**src/rtl/pwm_pkg.sv**
```systemverilog
// Shared constants for the timer based 10-bit pulse width modulator
package pwm_pkg;
  localparam int          NUM_CH        = 2;
  localparam int          ADDR_W        = 4;
  localparam int          DATA_W        = 8;
  localparam int          PRE_W         = 6;
  // Register map
  localparam logic [3:0]  ADDR_PERIOD   = 4'h0;
  localparam logic [3:0]  ADDR_TIMER    = 4'h1;
  localparam logic [3:0]  ADDR_TIMEBASE = 4'h2;
  localparam logic [3:0]  ADDR_STATUS   = 4'h3;
  // Channel n sits at word group n+1, offsets below
  localparam logic [1:0]  CH_GROUP_OFS  = 2'h1;
  localparam logic [1:0]  OFS_DUTY_HIGH = 2'h0;
  localparam logic [1:0]  OFS_DUTY_LOW  = 2'h1;
  localparam logic [1:0]  OFS_CTRL      = 2'h2;
  // Field positions
  localparam int          TMR_ON_BIT    = 7;
  localparam int          POST_LSB      = 2;
  localparam int          POST_MSB      = 5;
  localparam int          PRESC_LSB     = 0;
  localparam int          PRESC_MSB     = 1;
  localparam int          DUTY_LOW_MSB  = 7;
  localparam int          DUTY_LOW_LSB  = 6;
  localparam int          CH_EN_BIT     = 7;
  localparam int          CH_OUT_BIT    = 5;
  localparam int          CH_INV_BIT    = 4;
  localparam int          POST_FLAG_BIT = 0;
  // Reset values
  localparam logic [7:0]  PERIOD_RST    = 8'hff;
  localparam logic [7:0]  BYTE_ZERO     = 8'h00;
  localparam logic [1:0]  PHASE_LAST    = 2'h3;

  typedef enum logic [1:0] {PRESC_1, PRESC_4, PRESC_16, PRESC_64}
    presc_type;

  // Last prescaler count before a timebase step
  function automatic logic [PRE_W-1:0] presc_max(input logic [1:0] sel);
    case (presc_type'(sel))
      PRESC_1:  presc_max = 6'h00;
      PRESC_4:  presc_max = 6'h03;
      PRESC_16: presc_max = 6'h0f;
      PRESC_64: presc_max = 6'h3f;
      default:  presc_max = 6'h00;
    endcase
  endfunction
endpackage

```
**src/rtl/pwm_timebase.sv**
```systemverilog
// Shared 10-bit timebase: prescaler, two phase bits and 8-bit counter
`timescale 1ns/1ns
module pwm_timebase
  import pwm_pkg::*;
(
  // Clock and reset
  input  wire logic       clk,
  input  wire logic       nrst,
  // Control
  input  wire logic       run,
  input  wire logic [1:0] presc_sel,
  input  wire logic [7:0] period,
  input  wire logic       load,
  input  wire logic [7:0] load_value,
  // Timebase
  output logic      [7:0] count,
  output logic      [1:0] phase,
  output logic            tick,
  output logic            period_start
);
  logic [PRE_W-1:0] pre_cnt;
  logic             wrap;

  assign tick = run && (pre_cnt >= presc_max(presc_sel));
  assign wrap = tick && (phase == PHASE_LAST);
  assign period_start = wrap && (count == period) && !load;

  always_ff @(posedge clk or negedge nrst)
  begin
    if (!nrst)
      pre_cnt <= '0;
    else if (load || tick)
      pre_cnt <= '0;
    else if (run)
      pre_cnt <= pre_cnt + 6'h01;
  end

  // Low two bits count oscillator cycles after prescaling
  always_ff @(posedge clk or negedge nrst)
  begin
    if (!nrst)
      phase <= '0;
    else if (load)
      phase <= '0;
    else if (tick)
      phase <= phase + 2'h1;
  end

  always_ff @(posedge clk or negedge nrst)
  begin
    if (!nrst)
      count <= '0;
    else if (load)
      count <= load_value;
    else if (period_start)
      count <= '0;
    else if (wrap)
      count <= count + 8'h01;
  end
endmodule

```
**src/rtl/pwm_channel.sv**
```systemverilog
// One modulator channel: duty buffer and active level
`timescale 1ns/1ns
module pwm_channel
  import pwm_pkg::*;
(
  // Clock and reset
  input  wire logic       clk,
  input  wire logic       nrst,
  // Shared timebase
  input  wire logic       enable,
  input  wire logic       period_start,
  input  wire logic [9:0] timebase,
  input  wire logic [7:0] period,
  // Software duty value
  input  wire logic [7:0] duty_high,
  input  wire logic [1:0] duty_low_top,
  // State
  output logic            level,
  output logic      [9:0] duty_buf
);
  logic [9:0] new_duty;
  logic       active;

  assign new_duty = {duty_high, duty_low_top};
  // Output drops in the very cycle the timebase reaches the duty value
  assign level = active && (timebase != duty_buf);

  always_ff @(posedge clk or negedge nrst)
  begin
    if (!nrst)
      duty_buf <= '0;
    else if (period_start)
      duty_buf <= new_duty;
  end

  // Duty at or above the whole period never meets the timebase
  always_ff @(posedge clk or negedge nrst)
  begin
    if (!nrst)
      active <= 1'b0;
    else if (!enable)
      active <= 1'b0;
    else if (period_start)
      active <= (new_duty != '0);
    else if (timebase == duty_buf)
      active <= 1'b0;
  end
endmodule

```
**src/rtl/timer_based_pwm_10bit.sv**
```systemverilog
// Top of the timer based 10-bit modulator with its register port
`timescale 1ns/1ns
// Contract
// - One shared period, per-channel duty
// - Output goes high when timebase clears, unless the new duty is zero
// - Output goes low at 10-bit duty match
// - Duty at or above period stays high
// - Duty registers buffered, loaded at period match
// - Invert bit flips channel output polarity
// - Period is (period+1) times 4 times prescale
// - After match: clear, set output, latch duty
// - Postscaler never affects modulator period
// - Duty is high byte plus bits 7:6
// - Pulse width is duty times prescaled clock
// - Ratio is duty over 4(period+1)
// - Timebase extends counter with two phase bits
module timer_based_pwm_10bit
  import pwm_pkg::*;
(
  // Clock and reset
  input  wire logic              clk,
  input  wire logic              nrst,
  // Register port
  input  wire logic [ADDR_W-1:0] reg_addr,
  input  wire logic [DATA_W-1:0] reg_wdata,
  input  wire logic              reg_wr,
  input  wire logic              reg_rd,
  output logic      [DATA_W-1:0] reg_rdata,
  // Modulator pins and postscaled event
  output logic      [NUM_CH-1:0] pwm_pin,
  output logic                   postscale_tick
);
  logic [7:0]        period;
  logic              timer_on;
  logic [1:0]        presc_sel;
  logic [3:0]        post_sel;
  logic [3:0]        post_cnt;
  logic              post_flag;
  logic [7:0]        duty_high [NUM_CH];
  logic [1:0]        duty_low  [NUM_CH];
  logic [NUM_CH-1:0] ch_en;
  logic [NUM_CH-1:0] ch_inv;
  logic [NUM_CH-1:0] level;
  logic [9:0]        duty_buf  [NUM_CH];
  logic [7:0]        count;
  logic [1:0]        phase;
  logic              tick;
  logic              period_start;
  logic              tb_load;
  logic [7:0]        next_rdata;
  logic [1:0]        grp;
  logic [1:0]        ofs;
  logic              post_hit;

  assign grp = reg_addr[3:2];
  assign ofs = reg_addr[1:0];
  assign tb_load = reg_wr && reg_addr == ADDR_TIMEBASE;
  assign post_hit = period_start && post_cnt == post_sel;

  // Shared timebase
  pwm_timebase u_timebase (
    .clk          (clk),
    .nrst         (nrst),
    .run          (timer_on),
    .presc_sel    (presc_sel),
    .period       (period),
    .load         (tb_load),
    .load_value   (reg_wdata),
    .count        (count),
    .phase        (phase),
    .tick         (tick),
    .period_start (period_start)
  );

  // All channels see the same timebase and period
  for (genvar i = 0; i < NUM_CH; i++)
  begin : g_ch
    pwm_channel u_channel (
      .clk          (clk),
      .nrst         (nrst),
      .enable       (ch_en[i]),
      .period_start (period_start),
      .timebase     ({count, phase}),
      .period       (period),
      .duty_high    (duty_high[i]),
      .duty_low_top (duty_low[i]),
      .level        (level[i]),
      .duty_buf     (duty_buf[i])
    );
  end

  // Period register
  always_ff @(posedge clk or negedge nrst)
  begin
    if (!nrst)
      period <= PERIOD_RST;
    else if (reg_wr && reg_addr == ADDR_PERIOD)
      period <= reg_wdata;
  end

  // Timer control
  always_ff @(posedge clk or negedge nrst)
  begin
    if (!nrst)
    begin
      timer_on  <= 1'b0;
      presc_sel <= '0;
      post_sel  <= '0;
    end
    else if (reg_wr && reg_addr == ADDR_TIMER)
    begin
      timer_on  <= reg_wdata[TMR_ON_BIT];
      presc_sel <= reg_wdata[PRESC_MSB:PRESC_LSB];
      post_sel  <= reg_wdata[POST_MSB:POST_LSB];
    end
  end

  // Postscaler only counts periods; it feeds nothing back
  always_ff @(posedge clk or negedge nrst)
  begin
    if (!nrst)
      post_cnt <= '0;
    else if (post_hit)
      post_cnt <= '0;
    else if (period_start)
      post_cnt <= post_cnt + 4'h1;
  end

  always_ff @(posedge clk or negedge nrst)
  begin
    if (!nrst)
      postscale_tick <= 1'b0;
    else
      postscale_tick <= post_hit;
  end

  // Sticky event flag, write one to clear, set wins
  always_ff @(posedge clk or negedge nrst)
  begin
    if (!nrst)
      post_flag <= 1'b0;
    else if (post_hit)
      post_flag <= 1'b1;
    else if (reg_wr && reg_addr == ADDR_STATUS &&
             reg_wdata[POST_FLAG_BIT])
      post_flag <= 1'b0;
  end

  // Channel registers, writable at any time
  always_ff @(posedge clk or negedge nrst)
  begin
    if (!nrst)
    begin
      for (int i = 0; i < NUM_CH; i++)
      begin
        duty_high[i] <= BYTE_ZERO;
        duty_low[i]  <= '0;
        ch_en[i]     <= 1'b0;
        ch_inv[i]    <= 1'b0;
      end
    end
    else if (reg_wr)
    begin
      for (int i = 0; i < NUM_CH; i++)
      begin
        if (grp == 2'(i) + CH_GROUP_OFS)
        begin
          if (ofs == OFS_DUTY_HIGH)
            duty_high[i] <= reg_wdata;
          if (ofs == OFS_DUTY_LOW)
            duty_low[i] <= reg_wdata[DUTY_LOW_MSB:DUTY_LOW_LSB];
          if (ofs == OFS_CTRL)
          begin
            ch_en[i]  <= reg_wdata[CH_EN_BIT];
            ch_inv[i] <= reg_wdata[CH_INV_BIT];
          end
        end
      end
    end
  end

  // Pin drivers
  always_ff @(posedge clk or negedge nrst)
  begin
    if (!nrst)
      pwm_pin <= '0;
    else
      pwm_pin <= ch_en & (level ^ ch_inv);
  end

  // Read mux; unmapped addresses read zero
  always_comb
  begin
    next_rdata = BYTE_ZERO;
    case (reg_addr)
      ADDR_PERIOD:
        next_rdata = period;
      ADDR_TIMER:
      begin
        next_rdata[TMR_ON_BIT]          = timer_on;
        next_rdata[POST_MSB:POST_LSB]   = post_sel;
        next_rdata[PRESC_MSB:PRESC_LSB] = presc_sel;
      end
      ADDR_TIMEBASE:
        next_rdata = count;
      ADDR_STATUS:
        next_rdata[POST_FLAG_BIT] = post_flag;
      default:
      begin
        for (int i = 0; i < NUM_CH; i++)
        begin
          if (grp == 2'(i) + CH_GROUP_OFS)
          begin
            if (ofs == OFS_DUTY_HIGH)
              next_rdata = duty_high[i];
            else if (ofs == OFS_DUTY_LOW)
              next_rdata[DUTY_LOW_MSB:DUTY_LOW_LSB] = duty_low[i];
            else if (ofs == OFS_CTRL)
            begin
              next_rdata[CH_EN_BIT]  = ch_en[i];
              next_rdata[CH_OUT_BIT] = pwm_pin[i];
              next_rdata[CH_INV_BIT] = ch_inv[i];
            end
          end
        end
      end
    endcase
  end

  always_ff @(posedge clk or negedge nrst)
  begin
    if (!nrst)
      reg_rdata <= BYTE_ZERO;
    else if (reg_rd)
      reg_rdata <= next_rdata;
    else
      reg_rdata <= BYTE_ZERO;
  end
endmodule

```
**config.mk**
```make
export PLATFORM = sky130hd
export DESIGN_NAME = timer_based_pwm_10bit
export DESIGN_NICKNAME = d
export VERILOG_FILES = /design/src/rtl/pwm_pkg.sv /design/src/rtl/pwm_timebase.sv /design/src/rtl/pwm_channel.sv /design/src/rtl/timer_based_pwm_10bit.sv
export SDC_FILE = /design/constraint.sdc
export NUM_CORES = 1
export LEC_CHECK = 0
export BUFFER_PORTS_ARGS = -buffer_cell sky130_fd_sc_hd__buf_2
export CORE_UTILIZATION = 45
export DETAILED_ROUTE_END_ITERATION = 8
export PLACE_DENSITY = 0.6
export RECOVER_POWER = 25
export SLEW_MARGIN = 0
export SYNTH_ARGS = -nofsm -noshare
export SYNTH_HDL_FRONTEND = slang
export SYNTH_SLANG_ARGS = --single-unit
```
**constraint.sdc**
```tcl
create_clock -name clk -period 6.3 [get_ports clk]
set_clock_uncertainty 0.1 [all_clocks]
set_input_delay 0.63 -clock clk [delete_from_list [all_inputs] [get_ports clk]]
set_output_delay 0.63 -clock clk [all_outputs]
set_load 0.1 [all_outputs]
```
==> impl_metrics.csv <==
group,metric,value,unit
outcome,outcome,"finished with violations",
outcome,failed_checks,"capacitance limit, slew limit",
clock_network,cts_setup_buffers,0,
global_route,overflow,0,
finish,diodes,0,
floorplan,io_pins,27,
logic_synthesis,synth-edff-count,0,
critical_path,slowest_delay,980,ps
critical_path,r2r_cells,7,
route,firstDrtPassIters,4,
pwr,power.share.clock,0.264,
pwr,p_int,1.24,mW
placed_design,gp_congestion,0.907,
route,drtIter0Drc,345,
global_route,grt_first_pass_wirelength,20400,um
pwr,power,1.99,mW
floorplan,start_util,0.465,
floorplan,die_w,108,um
route,drc_errors,0,
floorplan,rows,38,
clock_network,worstSkewPairLatency,350,ps
critical_path,critPathTopFamily,"simple AND/OR/NAND/NOR gates",
logic_synthesis,yosysTopAreaCellShare,0.419,
timing,slew_headroom,-0.538,
critical_path,r2r-start,"presc_sel[0]$_DFFE_PN0P_",
finish,nFillCells,1013,
pwr,powerDensity,360,nW/um2
logic_synthesis,synth_cell_type_count,53,
logic_synthesis,synth_seq_cells,93,
clock_network,cts_root_buf,"clkbuf_16",
global_route,antenna_found_initial,0,
clock_network,cts.htree.levels,3,
timing,hold_viol,0,
timing,slew_violations,43,
critical_path,cp_num_buf_inv,1,
worst_hold_path,min_path_cells,1,
pwr,switchingPower,753,uW
critical_path,worstSetupPathDepth,6,
placed_design,io_buffers,26,
critical_path,cp-endpoint,"u_timebase.count[6]$_DFFE_PN0P_",
pwr,power_frac_comb,0.281,
global_route,grt_max_degree,53,
critical_path,worst-r2r-setup-slack,3140,ps
finish,stdcell_area,5530,um2
logic_synthesis,syn_nets,476,
pwr,seq_power_share,0.455,
clock_network,numCtsBuffers,9,
clock_network,cts_buffer_depth,2,
logic_synthesis,synth-async-reset-ratio,1.00,
placed_design,dp_hpwl,9070,um
critical_path,crit_path_start,"reg_addr[1]",
clock_network,cts_hold_buf,0,
critical_path,start_kind,"primary input",
logic_synthesis,syn_area,5080,um2
pwr,swShare,0.378,
global_route,grt_pass1_vias,3485,
worst_hold_path,min_path_type,"register to register",
timing,fmax,295,MHz
logic_synthesis,syn-instance-count,450,
route,dr_total_vias,3595,
placed_design,placed_cell_area,5250,um2
critical_path,cp.required,6430,ps
route,vias_per_cell,5.93,
logic_synthesis,ys.flop_type,"dfrtp_1",
route,wl,13000,um
logic_synthesis,synth_top_cell_by_area,"dfrtp_1",
logic_synthesis,ys_seq_area_frac,0.460,
finish,nets,487,
global_route,grt_usage,0.242,
critical_path,arrival,3520,ps
route,ant_nets,0,
timing,fin_setup_tns,0,ps
critical_path,critPathMaxFanout,24,
logic_synthesis,yosysWarningCount,0,
critical_path,criticalPathCategory,"primary input to register",
logic_synthesis,avgSynthCellArea,11.3,um2
timing,finalSetupViolCount,0,
clock_network,clk_pin_slew,70,ps
timing,whs,430,ps
critical_path,crit_path_top_delay_cell,"nor2_1",
pwr,p_leak,2.48,nW
clock_network,cts_resized,0,
route,wl_per_cell,21.5,um
finish,final_common_cell,"dfrtp_1",
clock_network,cts.sinks,93,
floorplan,coreArea,10900,um2
floorplan,die_h,108,um
run,timing.max_cap.violations,1,
timing,rsz0062_at_grt,"no",
critical_path,end_kind,"register",
floorplan,die-area,11700,um2
finish,final_cell_mix,"dfrtp_1 (85), mux2_2 (47), nand2_1 (27)",
finish,syn2layout_area_growth,8.82,%
logic_synthesis,netlist_top_cells_area,"dfrtp_1 (42%), mux2_2 (10%), xnor2_1 (4.5%)",
critical_path,cp_cell_sequence,"clkbuf_1, nand3b_1, nor2_1, nor4_1, nand4_1, or3b_1",
pwr,peakVddDrop,0.204,mV
timing,worstMarginPinSlew,2310,ps
finish,drive_above_1_share,0.275,
clock_network,cts_tree,"built",
critical_path,rr_endpoint,"g_ch[0].u_channel.duty_buf[6]$_DFFE_PN0N_",
timing,period_needed,3390,ps
timing,fin_crit_sh,0.539,
## sequential cells by signal (all words and copies together) (netlist names)
register	flops
ch_en	2
ch_inv	2
duty_high	16
duty_low	4
g_ch.u_channel.active	2
g_ch.u_channel.duty_buf	20
period	8
post_cnt	4
post_flag	1
post_sel	4
postscale_tick	1
presc_sel	2
pwm_pin	2
reg_rdata	8
timer_on	1
u_timebase.count	8
u_timebase.phase	2
u_timebase.pre_cnt	6
## power by group through the flow
stage	Sequential [mW]	Clock (mW)	Combinational, mW
finish	0.905	0.526	0.559
global route	0.918	0.553	0.623
CTS	0.903	0.531	0.560
detailed placement	0.912	0	0.557
global placement	0.912	0	0.547
floorplan	0.836	0	0.467
## cell usage after synthesis (3+ instances only)
library cell,count
nand4b_1,4
nand2_1,27
buf_2,14
a221o_1,5
clkbuf_1,9
mux2i_1,13
dfrtp_1,85
nor4_1,7
buf_6,3
o22ai_1,4
nor3b_1,3
or2_1,3
and3_1,3
a221oi_1,3
nand4_1,9
xnor2_1,26
nor2_1,24
and2_1,3
nand2b_1,3
nor2b_1,6
ha_1,10
mux2_2,47
a31oi_1,8
nor3_1,6
xor2_1,8
o41ai_2,4
a21oi_1,23
nand3_1,11
inv_1,10
xnor2_2,3
mux2_4,15
o21ai_0,10
o41ai_1,4
dfstp_2,8
## cell type report
| class | instances | area (um2) | share of cell area |
|---|---|---|---|
| Tap cell | 140 | 175 | 0.0317 |
| Clock buffer | 9 | 225 | 0.0407 |
| Sequential cell | 93 | 2340 | 0.423 |
| Multi-Input combinational cell | 318 | 2550 | 0.461 |
| Clock inverter | 7 | 57.6 | 0.0104 |
| Inverter | 11 | 41.3 | 0.00747 |
| Timing Repair Buffer | 28 | 143 | 0.0258 |
## how the worst min path moves through the flow
stage | from | end | slack (ps)
3_3_place_gp | g_ch[1].u_channel.duty_buf[5]$_DFFE_PN0N_ | g_ch[1].u_channel.duty_buf[5]$_DFFE_PN0N_ | 410
4_1_cts | nrst | g_ch[1].u_channel.active$_DFFE_PN0P_ | 180
5_1_grt | g_ch[1].u_channel.duty_buf[0]$_DFFE_PN0N_ | g_ch[1].u_channel.duty_buf[0]$_DFFE_PN0N_ | 440
2_1_floorplan | nrst | ch_en[0]$_DFFE_PN0P_ | 230
3_5_place_dp | g_ch[1].u_channel.duty_buf[0]$_DFFE_PN0N_ | g_ch[1].u_channel.duty_buf[0]$_DFFE_PN0N_ | 420
6_report | g_ch[1].u_channel.duty_buf[0]$_DFFE_PN0N_ | g_ch[1].u_channel.duty_buf[0]$_DFFE_PN0N_ | 430
## stage by stage
| stage | utilization | cells | setup WS, ps |
|---|---|---|---|
| floorplan | - | 450 | 3920 |
| global placement | 0.480 | 590 | 3250 |
| detailed placement | 0.480 | 590 | 3190 |
| CTS | 0.506 | 606 | 3160 |
| global route | 0.506 | 606 | 2680 |
| finish | 0.506 | 606 | 2910 |
## logic make-up after synthesis
| group | after synthesis | share of synthesized area |
|---|---|---|
| AO/OA/AOI/OAI | 74 | 0.102 |
| adder cells (fa/ha/maj) | 10 | 0.0246 |
| AND/OR/NAND/NOR | 122 | 0.133 |
| XOR/XNOR | 37 | 0.0682 |
| multiplexers | 75 | 0.174 |
| buffers and inverters | 39 | 0.0382 |
| flip-flops | 93 | 0.460 |
## per-layer routing
metal,track usage,up-vias,part of all wire
met5,0,-,0
met4,0.105,0,0.023
met3,0.0356,16,0.050
met2,0.361,107,0.46
met1,0.349,1815,0.47
li1,-,1657,-
Note: power is estimated with default switching activity, not from simulation.
